$ cat src/sirr_pkg.sv
// shared constants and types for the serial request router
package sirr_pkg;

   // channel counts
   localparam int NCH = 6; // serial channels handled
   localparam int NDMACH = 4; // channels with dma requests
   localparam int DMA_W = 10; // dma controller request inputs 0..9

   // printed register offsets are word indices; byte address = index * 4
   localparam logic [31:0] IDX_STAT23 = 32'h0080_0100; // group 2/3 status
   localparam logic [31:0] IDX_MASK_LO = 32'h0080_0101; // mask channels 0..3
   localparam logic [31:0] IDX_SEL_LO = 32'h0080_0102; // cause select 0..3
   localparam logic [31:0] IDX_STAT45 = 32'h0080_0a00; // group 4/5 status
   localparam logic [31:0] IDX_MASK_HI = 32'h0080_0a01; // mask channels 4..5
   localparam logic [31:0] IDX_SEL_HI = 32'h0080_0a02; // cause select 4..5
   localparam int ADDR_SHIFT = 2; // index to byte address
   localparam logic [31:0] ADDR_STAT23 = IDX_STAT23 << ADDR_SHIFT;
   localparam logic [31:0] ADDR_MASK_LO = IDX_MASK_LO << ADDR_SHIFT;
   localparam logic [31:0] ADDR_SEL_LO = IDX_SEL_LO << ADDR_SHIFT;
   localparam logic [31:0] ADDR_STAT45 = IDX_STAT45 << ADDR_SHIFT;
   localparam logic [31:0] ADDR_MASK_HI = IDX_MASK_HI << ADDR_SHIFT;
   localparam logic [31:0] ADDR_SEL_HI = IDX_SEL_HI << ADDR_SHIFT;

   // field layout: request vector bit 2c is transmit, 2c+1 is receive of channel c
   localparam int REQ_W = 2 * NCH; // 12 request bits
   localparam int STAT23_LSB = 4; // group 2/3 bits sit at 7:4
   localparam int STAT45_LSB = 0; // group 4/5 bits sit at 3:0
   localparam int GRP23_BASE = 4; // request vector index of channel 2 tx
   localparam int GRP45_BASE = 8; // request vector index of channel 4 tx
   localparam int GRP_W = 4; // bits per group
   localparam int SEL_LO_W = 4; // cause select bits for channels 0..3
   localparam int SEL_HI_W = 2; // cause select bits for channels 4..5
   localparam logic [7:0] REG_RESET = 8'h00; // reset of every register

   // fixed dma controller input for the transmit and receive of channels 0..3
   localparam int DMA_TX_MAP [NDMACH] = '{3, 6, 7, 9};
   localparam int DMA_RX_MAP [NDMACH] = '{4, 3, 5, 8};

   // axi responses
   localparam logic [1:0] RESP_OKAY = 2'h0;
   localparam logic [1:0] RESP_SLVERR = 2'h2;

   // per-channel condition inputs from the serial channel cores
   typedef struct packed {
      logic txEmpty; // transmit buffer holds no data
      logic rxComplete; // receive complete flag (buffer full)
      logic rxError; // receive error summary
      logic txEnable; // transmit enable bit
      logic rxEnable; // receive enable bit
   } sirr_chan_s;

   // dedicated interrupt lines of channels 0 and 1
   typedef struct packed {
      logic tx0; // channel 0 transmit
      logic rx0; // channel 0 receive
      logic tx1; // channel 1 transmit
      logic rx1; // channel 1 receive
   } sirr_dedirq_s;

endpackage

$ cat src/sirr_router.sv
// Our own choice: the AXI4-Lite interface to the registers.
`timescale 1ns/1ps
// How it works
// transmit request while transmit buffer empty
// receive request cause: finished or error, selectable
// requests leave only if enabled and unmasked
// channels 2/3 and 4/5 share group lines
// channels 0,1 have dedicated tx, rx lines
// enabling transmit with mask set interrupts immediately
// dma requests only while enable bit set
// software sets dma controller before enabling channel
// receive error suppresses receive dma request
// transmit dma when buffer empty and enabled
// receive dma when receive complete flag rises
// dma requests go to fixed controller inputs
// external clocked_serial_mode clock at most one sixteenth
// status bits set by hardware only
// write zero clears; hardware set wins
// mask one enables, zero blocks request
// group line is OR of masked status
module sirr_router
   import sirr_pkg::*;
(
   input wire logic clk, // 200 mhz clock
   input wire logic rst, // synchronous reset, active high
   input wire logic ce, // clock enable, freezes all state when low
   input wire sirr_chan_s [NCH-1:0] chanIn, // per-channel conditions
   output sirr_dedirq_s dedIrq_q, // dedicated lines of channels 0,1
   output logic irqGrp23_q, // group line of channels 2,3
   output logic irqGrp45_q, // group line of channels 4,5
   output logic irq_q, // summary interrupt, any line active
   output logic [DMA_W-1:0] dmaReq_q, // dma controller request inputs
   input wire logic [31:0] awaddr, // write address
   input wire logic [2:0] awprot, // write protection, ignored
   input wire logic awvalid, // write address valid
   output logic awready_q, // write address ready
   input wire logic [31:0] wdata, // write data
   input wire logic [3:0] wstrb, // write strobes
   input wire logic wvalid, // write data valid
   output logic wready_q, // write data ready
   output logic [1:0] bresp_q, // write response
   output logic bvalid_q, // write response valid
   input wire logic bready, // write response ready
   input wire logic [31:0] araddr, // read address
   input wire logic [2:0] arprot, // read protection, ignored
   input wire logic arvalid, // read address valid
   output logic arready_q, // read address ready
   output logic [31:0] rdata_q, // read data
   output logic [1:0] rresp_q, // read response
   output logic rvalid_q, // read data valid
   input wire logic rready // read data ready
);

   // software registers
   logic [7:0] maskLo_q; // mask channels 0..3
   logic [7:0] maskHi_q; // mask channels 4..5 in bits 3:0
   logic [SEL_LO_W-1:0] selLo_q; // cause select channels 0..3
   logic [SEL_HI_W-1:0] selHi_q; // cause select channels 4..5
   logic [GRP_W-1:0] stat23_q; // sticky status channels 2,3
   logic [GRP_W-1:0] stat45_q; // sticky status channels 4,5
   logic [GRP_W-1:0] stat23_d; // next status channels 2,3
   logic [GRP_W-1:0] stat45_d; // next status channels 4,5
   logic [NCH-1:0] rxDonePrev_q; // previous receive complete flags

   // write channel holding registers
   logic [31:0] awAddr_q; // captured write address
   logic awFull_q; // write address held
   logic [31:0] wData_q; // captured write data
   logic wLane0_q; // low byte lane strobed
   logic wFull_q; // write data held

   // derived request terms
   logic [REQ_W-1:0] req; // raw requests, bit 2c tx, 2c+1 rx
   logic [REQ_W-1:0] maskAll; // masks in request layout
   logic [NCH-1:0] selAll; // cause select per channel
   logic [DMA_W-1:0] dmaNext; // next dma request vector
   logic [NDMACH-1:0] dmaTx; // transmit dma per channel
   logic [NDMACH-1:0] dmaRx; // receive dma per channel

   assign maskAll = {maskHi_q[GRP_W-1:0], maskLo_q};
   assign selAll = {selHi_q, selLo_q};

   // per-channel request generation
   genvar c;
   generate
      for (c = 0; c < NCH; c++)
      begin : gChan
         wire rxCause;
         // receive cause: error when select bit is one, else finished
         assign rxCause = selAll[c] ? chanIn[c].rxError : chanIn[c].rxComplete;
         // transmit request follows empty buffer while enabled, so it fires on enable
         assign req[2*c] = chanIn[c].txEmpty & chanIn[c].txEnable;
         assign req[2*c+1] = rxCause & chanIn[c].rxEnable;
      end
      for (c = 0; c < NDMACH; c++)
      begin : gDma
         // transmit dma: buffer empty and transmit enabled
         assign dmaTx[c] = chanIn[c].txEmpty & chanIn[c].txEnable;
         // receive dma: rising complete flag without error, while enabled
         assign dmaRx[c] = chanIn[c].rxComplete & ~rxDonePrev_q[c]
                           & ~chanIn[c].rxError & chanIn[c].rxEnable;
      end
   endgenerate

   // route dma requests onto fixed controller inputs, sharing where they coincide
   always_comb
   begin
      dmaNext = '0;
      for (int k = 0; k < NDMACH; k++)
      begin
         dmaNext[DMA_TX_MAP[k]] = dmaNext[DMA_TX_MAP[k]] | dmaTx[k];
         dmaNext[DMA_RX_MAP[k]] = dmaNext[DMA_RX_MAP[k]] | dmaRx[k];
      end
   end

   // write decode
   wire wrFire = awFull_q & wFull_q & ~bvalid_q; // both halves held, response free
   wire wrLane = wrFire & wLane0_q; // low byte actually written
   wire hitStat23 = awAddr_q == ADDR_STAT23; // group 2/3 status
   wire hitStat45 = awAddr_q == ADDR_STAT45; // group 4/5 status
   wire hitMaskLo = awAddr_q == ADDR_MASK_LO; // mask low
   wire hitMaskHi = awAddr_q == ADDR_MASK_HI; // mask high
   wire hitSelLo = awAddr_q == ADDR_SEL_LO; // cause select low
   wire hitSelHi = awAddr_q == ADDR_SEL_HI; // cause select high
   wire wrMapped = hitStat23 | hitStat45 | hitMaskLo | hitMaskHi | hitSelLo | hitSelHi;

   // status clear: only bits written as zero clear, ones keep the old value
   wire [GRP_W-1:0] clr23 = (wrLane & hitStat23)
                            ? ~wData_q[STAT23_LSB +: GRP_W] : '0;
   wire [GRP_W-1:0] clr45 = (wrLane & hitStat45)
                            ? ~wData_q[STAT45_LSB +: GRP_W] : '0;

   // hardware set is or-ed after the clear, so a coincident set wins
   assign stat23_d = (stat23_q & ~clr23) | req[GRP23_BASE +: GRP_W];
   assign stat45_d = (stat45_q & ~clr45) | req[GRP45_BASE +: GRP_W];

   // read decode
   wire rdStat23 = araddr == ADDR_STAT23; // group 2/3 status
   wire rdStat45 = araddr == ADDR_STAT45; // group 4/5 status
   wire rdMaskLo = araddr == ADDR_MASK_LO; // mask low
   wire rdMaskHi = araddr == ADDR_MASK_HI; // mask high
   wire rdSelLo = araddr == ADDR_SEL_LO; // cause select low
   wire rdSelHi = araddr == ADDR_SEL_HI; // cause select high
   wire rdMapped = rdStat23 | rdStat45 | rdMaskLo | rdMaskHi | rdSelLo | rdSelHi;
   wire [7:0] st23Byte = {stat23_q, {STAT23_LSB{1'b0}}}; // unused low bits read 0
   wire [7:0] st45Byte = {{(8-GRP_W){1'b0}}, stat45_q}; // unused high bits read 0
   wire [7:0] rdByte = rdStat23 ? st23Byte
                     : rdStat45 ? st45Byte
                     : rdMaskLo ? maskLo_q
                     : rdMaskHi ? maskHi_q
                     : rdSelLo ? {{(8-SEL_LO_W){1'b0}}, selLo_q}
                     : rdSelHi ? {{(8-SEL_HI_W){1'b0}}, selHi_q}
                     : 8'h00;

   // masked request lines
   wire [REQ_W-1:0] reqMasked = req & maskAll;
   wire grp23 = |(stat23_q & maskAll[GRP23_BASE +: GRP_W]);
   wire grp45 = |(stat45_q & maskAll[GRP45_BASE +: GRP_W]);

   // channel positions of the two channels with dedicated lines
   localparam int CH0 = 0; // first dedicated channel
   localparam int CH1 = 1; // second dedicated channel

   // bus handshake terms
   wire awTake = awvalid & awready_q; // write address taken this cycle
   wire wTake = wvalid & wready_q; // write data taken this cycle
   wire bDone = bvalid_q & bready; // write response accepted
   wire arTake = arvalid & arready_q; // read address taken this cycle
   wire rDone = rvalid_q & rready; // read data accepted

   // a holding slot fills when taken and empties when its write fires
   wire awFull_d = (awFull_q & ~wrFire) | awTake; // next write address held
   wire wFull_d = (wFull_q & ~wrFire) | wTake; // next write data held

   // responses stand until the master takes them
   wire bvalid_d = (bvalid_q & ~bDone) | wrFire; // next write response valid
   wire rvalid_d = (rvalid_q & ~rDone) | arTake; // next read data valid
   wire [1:0] wrResp = wrMapped ? RESP_OKAY : RESP_SLVERR; // unmapped write errors
   wire [1:0] rdResp = rdMapped ? RESP_OKAY : RESP_SLVERR; // unmapped read errors
   wire [31:0] rdWord = 32'(rdByte); // register byte in the low lane

   // software register next values, written only through the low lane
   wire [7:0] maskLo_d = (wrLane & hitMaskLo) ? wData_q[7:0] : maskLo_q;
   wire [7:0] maskHi_d = (wrLane & hitMaskHi)
                         ? {{(8-GRP_W){1'b0}}, wData_q[GRP_W-1:0]} : maskHi_q;
   wire [SEL_LO_W-1:0] selLo_d = (wrLane & hitSelLo)
                                 ? wData_q[SEL_LO_W-1:0] : selLo_q;
   wire [SEL_HI_W-1:0] selHi_d = (wrLane & hitSelHi)
                                 ? wData_q[SEL_HI_W-1:0] : selHi_q;

   // dedicated lines follow the masked requests of channels 0 and 1
   sirr_dedirq_s dedNext; // next dedicated line values
   assign dedNext.tx0 = reqMasked[2*CH0];
   assign dedNext.rx0 = reqMasked[2*CH0+1];
   assign dedNext.tx1 = reqMasked[2*CH1];
   assign dedNext.rx1 = reqMasked[2*CH1+1];

   // summary line: any dedicated or group line active
   wire irqAny = (|dedNext) | grp23 | grp45; // summary request

   // current receive complete flags, kept for edge detection
   logic [NCH-1:0] rxDoneNow; // receive complete flag per channel

   // gather the receive complete flags into one vector
   always_comb
   begin
      rxDoneNow = '0;
      for (int k = 0; k < NCH; k++)
      begin
         rxDoneNow[k] = chanIn[k].rxComplete; // flag of channel k
      end
   end

   // write address slot: ready while the slot is free
   always_ff @(posedge clk)
   begin
      if (rst)
      begin
         awFull_q <= 1'b0;
         awready_q <= 1'b0;
         awAddr_q <= '0;
      end
      else if (ce)
      begin
         awFull_q <= awFull_d;
         awready_q <= ~awFull_d;
         if (awTake)
         begin
            awAddr_q <= awaddr; // capture the address
         end
      end
   end

   // write data slot: ready while the slot is free
   always_ff @(posedge clk)
   begin
      if (rst)
      begin
         wFull_q <= 1'b0;
         wready_q <= 1'b0;
         wData_q <= '0;
         wLane0_q <= 1'b0;
      end
      else if (ce)
      begin
         wFull_q <= wFull_d;
         wready_q <= ~wFull_d;
         if (wTake)
         begin
            wData_q <= wdata; // capture the data word
            wLane0_q <= wstrb[0]; // low lane carries the register byte
         end
      end
   end

   // write response: raised when both halves meet, held until taken
   always_ff @(posedge clk)
   begin
      if (rst)
      begin
         bvalid_q <= 1'b0;
         bresp_q <= RESP_OKAY;
      end
      else if (ce)
      begin
         bvalid_q <= bvalid_d;
         if (wrFire)
         begin
            bresp_q <= wrResp; // response of the write that fired
         end
      end
   end

   // software registers: masks and cause selects
   always_ff @(posedge clk)
   begin
      if (rst)
      begin
         maskLo_q <= REG_RESET;
         maskHi_q <= REG_RESET;
         selLo_q <= REG_RESET[SEL_LO_W-1:0];
         selHi_q <= REG_RESET[SEL_HI_W-1:0];
      end
      else if (ce)
      begin
         maskLo_q <= maskLo_d;
         maskHi_q <= maskHi_d;
         selLo_q <= selLo_d;
         selHi_q <= selHi_d;
      end
   end

   // sticky group status: set by hardware, cleared by a written zero
   always_ff @(posedge clk)
   begin
      if (rst)
      begin
         stat23_q <= REG_RESET[GRP_W-1:0];
         stat45_q <= REG_RESET[GRP_W-1:0];
      end
      else if (ce)
      begin
         stat23_q <= stat23_d;
         stat45_q <= stat45_d;
      end
   end

   // read channel: one read at a time, data stands until taken
   always_ff @(posedge clk)
   begin
      if (rst)
      begin
         arready_q <= 1'b0;
         rvalid_q <= 1'b0;
         rdata_q <= '0;
         rresp_q <= RESP_OKAY;
      end
      else if (ce)
      begin
         arready_q <= ~rvalid_d;
         rvalid_q <= rvalid_d;
         if (arTake)
         begin
            rdata_q <= rdWord; // address still stands at the taking edge
            rresp_q <= rdResp; // error for an unmapped address
         end
      end
   end

   // request outputs, all straight from flip-flops
   always_ff @(posedge clk)
   begin
      if (rst)
      begin
         dedIrq_q <= '0;
         irqGrp23_q <= 1'b0;
         irqGrp45_q <= 1'b0;
         irq_q <= 1'b0;
         dmaReq_q <= '0;
         rxDonePrev_q <= '0;
      end
      else if (ce)
      begin
         dedIrq_q <= dedNext;
         irqGrp23_q <= grp23;
         irqGrp45_q <= grp45;
         irq_q <= irqAny; // summary
         dmaReq_q <= dmaNext;
         rxDonePrev_q <= rxDoneNow;
      end
   end
endmodule

$ cat config.mk
export PLATFORM = sky130hd
export DESIGN_NAME = sirr_router
export DESIGN_NICKNAME = d
export VERILOG_FILES = /design/src/sirr_pkg.sv /design/src/sirr_router.sv
export SDC_FILE = /design/constraint.sdc
export NUM_CORES = 1
export LEC_CHECK = 0
export BUFFER_PORTS_ARGS = -buffer_cell sky130_fd_sc_hd__buf_4
export CAP_MARGIN = 20
export CORE_MARGIN = 4
export CORE_UTILIZATION = 47
export CTS_BUF_LIST = sky130_fd_sc_hd__clkbuf_4 sky130_fd_sc_hd__clkbuf_8
export DETAILED_ROUTE_END_ITERATION = 8
export PLACE_DENSITY = 0.79
export SETUP_SLACK_MARGIN = 0.02
export SYNTH_ARGS = -nofsm -noshare
export SYNTH_HDL_FRONTEND = slang
export SYNTH_SLANG_ARGS = --single-unit
export TNS_END_PERCENT = 50
$ cat constraint.sdc
create_clock -name clk -period 2.09 [get_ports clk]
set_input_delay 0.1045 -clock clk [delete_from_list [all_inputs] [get_ports clk]]
set_output_delay 0.1045 -clock clk [all_outputs]
set_load 0.01 [all_outputs]
Word-level counts from Yosys, hierarchy flattened. Index checks and enable logic that the tools add are counted.

Memories: 0. Bits in read-only memories: 0. Bits of input ports: 144. Output and inout port bits: 58. Latch bits: 0. Flip-flop bits (word level): 104. RAM bits: 0.

Shift operators: 0. Equal/unequal tests: 12. Reduce and logical (&&, ||, !) cells: 11. Div/mod/pow operators: 0. Order comparisons: 0. Bitwise operators: 85. Mux-type cells: 16. Multiply operators: 0. Add/sub/neg operators: 0.

Operator list (count): equality test 32 x 26 -> 1 bit, second input constant (12); bitwise AND 1 bit (42); 2-to-1 mux 8 bit (3); bitwise AND 4 bit (5); OR 1 bit (17); 2-to-1 mux 4 bit (4); NOT 4 bit (4); AND reduction 2 bit (8); NOT 1 bit (15); OR reduction 4 bit (3); OR 4 bit (2); 2-to-1 mux 1 bit (6); 2-to-1 mux 2 bit (3).

Depth between registers and ports, before layout. Gate-level depths: netlist (run 1).

Depth in word-level cells: 8. Depth in mapped cells: 6. Depth with buffers taken out: 4.

Worst setup path before layout (run 1). Ideal clock, no wire load.

Kind: register -> register. Start: register awAddr_q[18]. End: register stat23_q[0]. Arrival: 1.754 ns. Stages on the path, launching flop included: 6. Data required time: 1.945 ns. Setup slack: 0.191 ns. Library setup time: 0.145 ns. Clock period less this slack: 1.899 ns. Path buffers: 1. Cells stage by stage: dfxtp_1 or4_1 nor4_2 and3b_1 clkbuf_1 a311oi_1.

Word-level cells in the longest chain between the ends: 6.

RTL lines: start: declaration (line sirr_router.sv:66) `logic [31:0] awAddr_q;`; start signal: assignment (line sirr_router.sv:229) `awAddr_q <= awaddr;`; equality test 32 x 26 -> 1 bit (line sirr_router.sv:119) `wire hitStat23 = awAddr_q == ADDR_STAT23;`; bitwise AND 1 bit (line sirr_router.sv:128) `wire [GRP_W-1:0] clr23 = (wrLane & hitStat23)`; 2-to-1 mux 4 bit (line sirr_router.sv:129) `? ~wData_q[STAT23_LSB +: GRP_W] : '0;`; NOT 4 bit (line sirr_router.sv:134) `assign stat23_d = (stat23_q & ~clr23) | req[GRP23_BASE +: GRP_W];`; bitwise AND 4 bit (line sirr_router.sv:134); OR 4 bit (line sirr_router.sv:134); end signal: assignment (line sirr_router.sv:298) `stat23_q <= REG_RESET[GRP_W-1:0];`; end signal: assignment (line sirr_router.sv:303) `stat23_q <= stat23_d;`; end: declaration (line sirr_router.sv:59) `logic [GRP_W-1:0] stat23_q;`.

No other way between the ends. A chain may end at the register's enable or synchronous reset.

Final worst setup path (run 1).
Start: register awAddr_q[18]. End: register maskHi_q[1].

Word-level cells in the longest chain between the ends: 3.

RTL lines: equality test 32 x 26 -> 1 bit (line sirr_router.sv:122) `wire hitMaskHi = awAddr_q == ADDR_MASK_HI;`; bitwise AND 1 bit (line sirr_router.sv:184) `wire [7:0] maskHi_d = (wrLane & hitMaskHi)`; AND reduction 2 bit (no line); end signal: assignment (line sirr_router.sv:287) `maskHi_q <= maskHi_d;`; end: declaration (line sirr_router.sv:56) `logic [7:0] maskHi_q;`.

No other way between the ends.

==> impl_metrics.py, run 1 <==
metrics = {
    "critical_path": {
        "setup.worst_path.start_class": "flop",
        "crit_family": "simple AND/OR/NAND/NOR gates",
        "cp_max_fo": 6,
        "slowest_stage": "or4_1",
        "cp_cell_sequence": "or4_1 > nor4_2 > buf_4 > and3_1 > mux2i_1",
        "crit_type": "flop to flop",
        "arrival_ns": 2.26,
        "end_kind": "flop",
        "critPathMaxStageDelay_ns": 0.55,
        "path_buf_inv": 1,
        "worstPathRequired_ns": 2.38,
    },
    "timing": {
        "layout_setup_ws_ns": 0.116,
        "hold-worst-slack_ns": 0.0184,
        "slew_violations": 0,
        "period_minus_slack_ns": 1.97,
        "clock_skew_ns": 0.0122,
        "fmax_mhz": 507,
        "slew-limit-headroom_pct": 31.9,
        "finalHoldViolations": 0,
        "finalSetupTns_ns": 0,
        "worst_slew_pin_slew_ns": 1.02,
        "fin_crit_sh_pct": 94.4,
        "rsz0062_at_grt": "false",
        "setup_viol": 0,
    },
    "logic_synthesis": {
        "synthXorXnorAreaFrac_pct": 0,
        "synth_compound_area_share_pct": 14.8,
        "ys_ff_latch": 102,
        "async_flop_share_pct": 0,
        "muxShareOfSynthArea_pct": 7.41,
        "syn_inst": 564,
        "ys.warnings.count": 0,
        "synth_cell_types": 53,
        "synth_edf_count": 0,
        "avgSynthCellArea_sq_um": 8.50,
        "synthFlopType": "dfxtp_1",
        "yosysSeqAreaShare_pct": 42.6,
        "yosys.area_share.simple_pct": 27.3,
        "netlist_area_sq_um": 4800,
        "synth_top_family_by_area": "simple AND/OR/NAND/NOR gates",
        "yosys.area_share.adder_pct": 0,
    },
    "min_path": {
        "min_path_type": "input port to flop",
    },
    "detailed_routing": {
        "viasPerCell": 5.32,
        "ant_nets": 0,
        "drtIter0Drc": 242,
        "via_count": 4646,
        "drcViolationCount": 0,
        "firstDrtPassIters": 5,
        "wirelength_microns": 13300,
        "avgRoutedWirePerCell_microns": 15.2,
    },
    "placement": {
        "port_buffers": 139,
        "hpwlAfterDp_microns": 9240,
        "dpl_cell_area_sq_um": 5820,
        "pre_cts_slack_ns": 0.116,
        "gp_congestion": 0.852,
    },
    "grt": {
        "grt_pass1_wl_microns": 20600,
        "track_usage_pct": 21.9,
        "antenna_found_initial": 0,
        "met3_usage_pct": 5.09,
        "grt_overflow": 0,
        "grt_pass1_vias": 4442,
        "grt_util_met1_pct": 24.2,
        "grt_use_met2_pct": 41.0,
        "grt_max_degree": 112,
        "top_usage_layer": "met2",
    },
    "clock_tree": {
        "clockBufferDepth": 2,
        "numCtsBuffers": 9,
        "cts_setup_buffers": 0,
        "root_buffer": "clkbuf_8",
        "cts_tree": "yes",
        "htreeDepth": 3,
        "clkSlewWorstSetupHoldPaths_ns": 0.10,
        "numClockSinks": 102,
        "clk_latency_ns": 0.36,
    },
    "flow_run": {
        "cap_violations": 0,
    },
    "floorplanning": {
        "ios": 202,
        "fp.dieH_microns": 109,
        "rows": 36,
        "die_w_microns": 109,
        "dieArea_sq_um": 11900,
        "start_util_pct": 48.6,
        "core_sq_um": 9860,
    },
    "finish": {
        "nets": 881,
        "regArea_sq_um": 2040,
        "final_cell_area_sq_um": 6490,
        "multi_input_area_sq_um": 2490,
        "drive_above_1_share_pct": 24.4,
        "diodes": 0,
        "area_growth_pct": 35.3,
        "fillCellCount": 803,
    },
    "power": {
        "powerDensity_nw_per_um2": 583,
        "ir_drop_mv": 0.483,
        "p_leak_nw": 2.64,
    },
    "run_status": {
        "outcome": "completed",
    },
}
## final cells by class
class	instances	area share (%)
multi-input combinational	424	38.3
sequential	102	31.5
timing repair buffer	196	24.5
tap	133	2.56
clock buffer	10	2.02
clock inverter	5	0.887
inverter	4	0.231
## tightest hold or removal path: stages
cell	delay (ns)
buf_4	0.09
mux2i_1	0.07
nor2_1	0.08
## cells in the final DEF (no fill, tap or decap), types with 3 or more instances in the layout
| cell | count |
|---|---|
| or4_1 | 5 |
| nor2_1 | 34 |
| nand4_1 | 12 |
| dfxtp_1 | 102 |
| nand2_1 | 100 |
| nor2b_1 | 3 |
| nand3_1 | 10 |
| nor4_1 | 6 |
| nand2b_1 | 31 |
| a211oi_1 | 3 |
| conb_1 | 29 |
| or3b_2 | 3 |
| a31oi_1 | 10 |
| nor4_2 | 3 |
| buf_4 | 148 |
| a22oi_1 | 9 |
| a21oi_1 | 59 |
| a32oi_1 | 4 |
| dlygate4sd3_1 | 48 |
| nor4bb_1 | 3 |
| a2111oi_0 | 3 |
| and3_1 | 5 |
| nor4b_1 | 5 |
| nand3b_1 | 5 |
| mux2i_1 | 31 |
| a311oi_1 | 9 |
| mux2_2 | 4 |
| nor3_1 | 5 |
| clkbuf_8 | 9 |
| inv_1 | 4 |
## per-layer routing
| metal | up-vias | wire length [microns] |
|---|---|---|
| met5 | - | 0 |
| met4 | 0 | 232 |
| met3 | 18 | 987 |
| met2 | 199 | 6930 |
| met1 | 2129 | 5130 |
| li1 | 2300 | - |
## cell usage after synthesis (3+ instances only)
library cell  instances  share of area (%)
a211oi_1              3               0.47
and3b_1               3               0.55
nand4_1              12                1.6
nor3_1                5               0.52
a22oi_1               9                1.4
nand3b_1              5               0.78
a31oi_1              10                1.3
nor2_1               34                2.7
nand3_1              10                1.0
clkbuf_1             27                2.1
nor2b_1               3               0.39
and3_1                5               0.65
dfxtp_1             102                 43
nor4_2                3               0.78
mux2_2                4               0.94
buf_4                29                4.5
or3b_2                3               0.55
or4_1                 5               0.78
nand2_1             100                7.8
nand2b_1             31                4.0
a311oi_1              9                1.6
a32oi_1               4               0.73
a21oi_1              59                6.2
inv_1                 4               0.31
nor4_1                6               0.78
mux2i_1              31                6.5
nor4bb_1              3               0.63
nor4b_1               5               0.91
a2111oi_0             3               0.55
## metrics by stage
stage / cells / utilization, % / total power [mW]
2_1_floorplan: 592 / - / 2.32
3_3_place_gp: 811 / 59.0 / 2.51
3_5_place_dp: 811 / 59.0 / 2.52
4_1_cts: 874 / 65.8 / 3.80
5_1_grt: 874 / 65.8 / 3.94
6_report: 874 / 65.8 / 3.78
## what timing repair did
action,4_1_cts,5_1_grt
endpoints found under the setup margin,0,7
hold buffers,48,0
resized for setup,0,1
hold endpoints to repair,48,0
## cells by family (layout without fill, tap and decap cells)
logic type,Yosys count,in the layout
and+or+nand+nor,248,248
AOI/OAI and AO/OA,112,112
DFF,102,102
buffers and inverters,66,215
muxes,35,35
other,1,29
## power by group
group          leakage, nW  switching (mW)  internal, mW
Clock                0.100           0.656         0.566
Combinational         1.71           0.245         0.296
Sequential           0.827          0.0324          1.99
## sequential cells by signal (all words and copies together), names as in the netlist, 2 cells and up
name          flops
awAddr_q         32
dedIrq_q          4
dmaReq_q          7
maskHi_q          4
maskLo_q          8
rdata_q           8
rxDonePrev_q      4
selHi_q           2
selLo_q           4
stat23_q          4
stat45_q          4
wData_q           8
## final timing paths
kind                     endpoint          from  cells after the start  slack (ns)
setup / recovery      maskHi_q[1]  awAddr_q[18]                      5        0.12
hold / removal    rxDonePrev_q[2]    chanIn[13]                      3        0.02
setup reg to reg      maskHi_q[1]  awAddr_q[18]                      5        0.12
hold reg to reg      awAddr_q[14]  awAddr_q[14]                      2        0.45
(Power assumes the default switching activity.)
==> run 2: changes to the inputs <==
--- a/config.mk
+++ b/config.mk
@@ -9,7 +9,7 @@
 export CAP_MARGIN = 20
 export CORE_MARGIN = 4
 export CORE_UTILIZATION = 47
-export CTS_BUF_LIST = sky130_fd_sc_hd__clkbuf_4 sky130_fd_sc_hd__clkbuf_8
+export CTS_BUF_LIST = sky130_fd_sc_hd__clkbuf_8
 export DETAILED_ROUTE_END_ITERATION = 8
 export PLACE_DENSITY = 0.79
 export SETUP_SLACK_MARGIN = 0.02
==> impl_metrics.py, run 2 (same netlist as run 1, synthesis figures left out) <==
metrics = {
    "critical_path": {
        "slowest_stage": "or4_1",
        "cp_num_cells": 5,
        "cp_max_fo": 8,
        "critPathMaxStageDelay_ns": 0.53,
        "crit_type": "flop to flop",
        "path_buf_inv": 1,
        "worstPathRequired_ns": 2.28,
        "timing.rr.start": "awAddr_q[18]",
        "setup.worst_path.start_class": "flop",
        "reg2regPathDepth": 5,
        "cp_cell_sequence": "or4_1 > nor4_2 > buf_4 > and3b_1 > a311oi_1",
        "end_kind": "flop",
        "crit_family": "simple AND/OR/NAND/NOR gates",
        "arrival_ns": 2.17,
        "crit_start": "awAddr_q[18]",
    },
    "placement": {
        "pre_cts_slack_ns": 0.116,
        "gp_congestion": 0.852,
        "dpl_cell_area_sq_um": 5820,
        "hpwlAfterDp_microns": 9240,
        "port_buffers": 139,
    },
    "power": {
        "p_comb_share_pct": 14.4,
        "powerDensity_nw_per_um2": 580,
        "p_leak_nw": 2.64,
        "clkPwrFrac_pct": 31.9,
        "internal_power_mw": 2.83,
        "power_frac_seq_pct": 53.7,
        "power.net_switching_uw": 931,
        "ir_drop_mv": 0.483,
        "p_sw_share_pct": 24.7,
    },
    "clock_tree": {
        "cts_tree": "yes",
        "clockBufferDepth": 2,
        "numCtsBuffers": 9,
        "root_buffer": "clkbuf_8",
        "clkSlewWorstSetupHoldPaths_ns": 0.09,
        "numClockSinks": 102,
        "cts_setup_buffers": 0,
        "clk_latency_ns": 0.36,
        "htreeDepth": 3,
    },
    "timing": {
        "fin_crit_sh_pct": 94.4,
        "rsz0062_at_grt": "false",
        "period_minus_slack_ns": 1.97,
        "slew-limit-headroom_pct": 30.2,
        "fmax_mhz": 507,
        "finalSetupTns_ns": 0,
        "finalHoldViolations": 0,
        "slew_violations": 0,
        "clock_skew_ns": 0.0112,
        "setup_viol": 0,
        "worst_slew_pin_slew_ns": 1.05,
        "layout_setup_ws_ns": 0.118,
    },
    "detailed_routing": {
        "ant_nets": 0,
        "via_count": 4651,
        "viasPerCell": 5.32,
        "firstDrtPassIters": 5,
        "drcViolationCount": 0,
        "avgRoutedWirePerCell_microns": 15.3,
        "drtIter0Drc": 216,
        "wirelength_microns": 13300,
    },
    "min_path": {
        "min_path_cells": 3,
        "min_from": "chanIn[13]",
        "min_path_type": "input port to flop",
    },
    "floorplanning": {
        "start_util_pct": 48.6,
        "fp.dieH_microns": 109,
        "dieArea_sq_um": 11900,
        "core_sq_um": 9860,
        "ios": 202,
        "die_w_microns": 109,
        "rows": 36,
    },
    "grt": {
        "grt_overflow": 0,
        "antenna_found_initial": 0,
        "grt_pass1_vias": 4425,
        "grt_max_degree": 112,
        "grt_pass1_wl_microns": 20700,
        "track_usage_pct": 22.0,
    },
    "finish": {
        "nets": 881,
        "largest_reg_flops": 32,
        "drive_above_1_share_pct": 24.2,
        "area_growth_pct": 35.2,
        "layout_commonest_cell": "buf_4",
        "diodes": 0,
        "final_cell_mix": "148 x buf_4, 102 x dfxtp_1, 100 x nand2_1",
        "largest-register": "awAddr_q",
        "final_cell_area_sq_um": 6480,
    },
    "flow_run": {
        "cap_violations": 0,
    },
    "run_status": {
        "outcome": "completed",
    },
}
## run 2: cell count changes in the layout (fill, tap and decap cells not counted), sizes merged
| cell | delta |
|---|---|
| clkbuf | -1 |
| inv | +1 |
## run 2: layer usage
layer | GRT usage, % | vias to the layer above | share of wire [%]
li1 | - | 2295 | -
met1 | 24.6 | 2150 | 38
met2 | 41.5 | 189 | 53
met3 | 4.91 | 17 | 7.5
met4 | 5.86 | 0 | 1.3
met5 | 0 | - | 0
## run 2: timing repair
action,in CTS,in global routing
endpoints found under the setup margin,0,0
hold buffers,48,0
gates resized for setup,0,0
endpoints found under the hold margin,48,0
## run 2: metrics by stage
stage	utilization, %	hold WS, ns	instances	power, mW
after floorplan	-	0.240	592	2.32
after global placement	59.0	0.352	811	2.51
after detailed placement	59.0	0.357	811	2.52
after CTS	65.7	0.00940	874	3.78
after global routing	65.7	0.0166	874	3.92
final	65.7	0.0219	874	3.76
## run 2: final timing paths
path / to / slack, ns
max reg2reg: stat45_q[1] / 0.12
min: rxDonePrev_q[2] / 0.02
max: stat45_q[1] / 0.12
min reg2reg: awAddr_q[14] / 0.45
## run 2: final cells by class
cell class / instances / area (sq um)
multi-input combinational: 424 / 2480
sequential: 102 / 2040
timing repair buffer: 196 / 1590
clock inverter: 6 / 61.3
tap: 133 / 166
clock buffer: 9 / 124
fill: 799 / 3380
inverter: 4 / 15.0
## run 2: tightest hold or removal path: stages
cell	delay, ns
buf_4	0.09
mux2i_1	0.07
nor2_1	0.08
## run 2: power groups by stage
| stage | combinational [mW] | clock [mW] | sequential (mW) |
|---|---|---|---|
| final | 0.542 | 1.20 | 2.02 |
| after global routing | 0.591 | 1.30 | 2.03 |
| after CTS | 0.532 | 1.23 | 2.02 |
| after detailed placement | 0.459 | 0 | 2.07 |
| after global placement | 0.450 | 0 | 2.06 |
| after floorplan | 0.258 | 0 | 2.06 |
==> run 3: changes to the inputs <==
--- a/config.mk
+++ b/config.mk
@@ -11,6 +11,7 @@
 export CORE_UTILIZATION = 47
 export CTS_BUF_LIST = sky130_fd_sc_hd__clkbuf_8
 export DETAILED_ROUTE_END_ITERATION = 8
+export HOLD_SLACK_MARGIN = 0.15
 export PLACE_DENSITY = 0.79
 export SETUP_SLACK_MARGIN = 0.02
 export SYNTH_ARGS = -nofsm -noshare
==> impl_metrics.py, run 3 (same netlist as run 1, synthesis figures left out) <==
metrics = {
    "finish": {
        "layout_commonest_cell": "buf_4",
        "drive_above_1_share_pct": 23.2,
        "area_growth_pct": 41.3,
        "largest-register": "awAddr_q",
        "instances_no_fill": 903,
        "largest_reg_flops": 32,
        "nets": 910,
        "diodes": 0,
        "final_cell_mix": "148 x buf_4, 102 x dfxtp_1, 100 x nand2_1",
        "fillCellCount": 742,
    },
    "timing": {
        "slew-limit-headroom_pct": 31.4,
        "period_minus_slack_ns": 2.00,
        "clock_skew_ns": 0.0131,
        "finalHoldViolations": 0,
        "fmax_mhz": 499,
        "slew_violations": 0,
        "rsz0062_at_grt": "false",
        "fin_crit_sh_pct": 95.9,
        "worst_slew_pin_slew_ns": 1.03,
        "setup_viol": 0,
        "layout_setup_ws_ns": 0.0865,
        "finalSetupTns_ns": 0,
    },
    "critical_path": {
        "cp_cell_sequence": "or4_1 > nor4_2 > buf_4 > and3b_1 > a311oi_1",
        "end_kind": "flop",
        "worstPathRequired_ns": 2.29,
        "arrival_ns": 2.20,
        "crit_family": "simple AND/OR/NAND/NOR gates",
        "slowest_stage": "or4_1",
        "crit_type": "flop to flop",
        "setup.worst_path.start_class": "flop",
        "critPathMaxStageDelay_ns": 0.53,
        "path_buf_inv": 1,
        "cp_max_fo": 8,
    },
    "detailed_routing": {
        "wirelength_microns": 14300,
        "drtIter0Drc": 292,
        "viasPerCell": 5.35,
        "via_count": 4827,
        "avgRoutedWirePerCell_microns": 15.8,
        "firstDrtPassIters": 5,
        "ant_nets": 0,
        "drcViolationCount": 0,
    },
    "clock_tree": {
        "numClockSinks": 102,
        "clockBufferDepth": 2,
        "cts_setup_buffers": 0,
        "clk_latency_ns": 0.36,
        "cts_tree": "yes",
        "numCtsBuffers": 9,
        "root_buffer": "clkbuf_8",
        "clkSlewWorstSetupHoldPaths_ns": 0.09,
        "post_cts_resize_count": 0,
        "htreeDepth": 3,
        "postCtsHoldBufs": 77,
    },
    "flow_run": {
        "cap_violations": 0,
    },
    "placement": {
        "gp_congestion": 0.852,
        "pre_cts_slack_ns": 0.116,
        "post-place-cells": 811,
        "port_buffers": 139,
        "hpwlAfterDp_microns": 9240,
    },
    "grt": {
        "grt_overflow": 0,
        "track_usage_pct": 23.7,
        "grt_max_degree": 112,
        "antenna_found_initial": 0,
        "grt_pass1_wl_microns": 22300,
        "grt_pass1_vias": 4712,
    },
    "run_status": {
        "outcome": "completed",
    },
    "power": {
        "powerDensity_nw_per_um2": 563,
        "p_leak_nw": 2.74,
        "ir_drop_mv": 0.480,
    },
    "floorplanning": {
        "ios": 202,
        "dieArea_sq_um": 11900,
        "start_util_pct": 48.6,
        "die_w_microns": 109,
        "rows": 36,
        "fp.dieH_microns": 109,
        "core_sq_um": 9860,
    },
    "min_path": {
        "min_path_type": "input port to flop",
    },
}
[run 3: worst paths after layout]
path                                     end         start  cells after the start  slack [ns]
worst max-delay path             stat45_q[1]  awAddr_q[18]                      5        0.09
worst min-delay path              rdata_q[3]    araddr[12]                      5        0.18
worst max register to register   stat45_q[1]  awAddr_q[18]                      5        0.09
worst min register to register  awAddr_q[14]  awAddr_q[14]                      2        0.45
[run 3: tightest hold or removal path, delay by kind of cell]
family          cells  cell delay, ns
compound gates      1            0.05
buf+inv             1            0.08
simple gates        3            0.26
[run 3: where the power goes]
part           switching [mW]  total (mW)  internal (mW)  leakage [nW]
Sequential             0.0329        2.02           1.99         0.827
Combinational           0.262       0.591          0.330          1.81
Clock                   0.655        1.20          0.548         0.101
Total                   0.949        3.82           2.87          2.74
[run 3: final cells by class]
class                      count  area [sq um]  share of cell area [%]
tap                          133           166                    2.46
multi-input combinational    424          2480                    36.7
clock inverter                 6          61.3                   0.905
sequential                   102          2040                    30.1
inverter                       4          15.0                   0.222
timing repair buffer         225          1880                    27.8
clock buffer                   9           124                    1.83
[run 3: layer usage]
| layer | part of all wire (%) | routed length [microns] | track usage, % |
|---|---|---|---|
| met4 | 1.8 | 257 | 7.94 |
| met2 | 52 | 7480 | 44.7 |
| met3 | 8.0 | 1140 | 5.33 |
| met1 | 38 | 5390 | 25.9 |
| met5 | 0 | 0 | 0 |
[run 3: per-stage QoR]
| stage | util, % | instance area, sq um | hold WS [ns] | total power [mW] |
|---|---|---|---|---|
| finish | 68.7 | 6780 | 0.176 | 3.82 |
| global route | 68.7 | 6780 | 0.194 | 3.97 |
| CTS | 68.7 | 6780 | 0.166 | 3.82 |
| detailed placement | 59.0 | 5820 | 0.357 | 2.52 |
| global placement | 59.0 | 5820 | 0.352 | 2.51 |
| floorplan | - | 4900 | 0.240 | 2.32 |
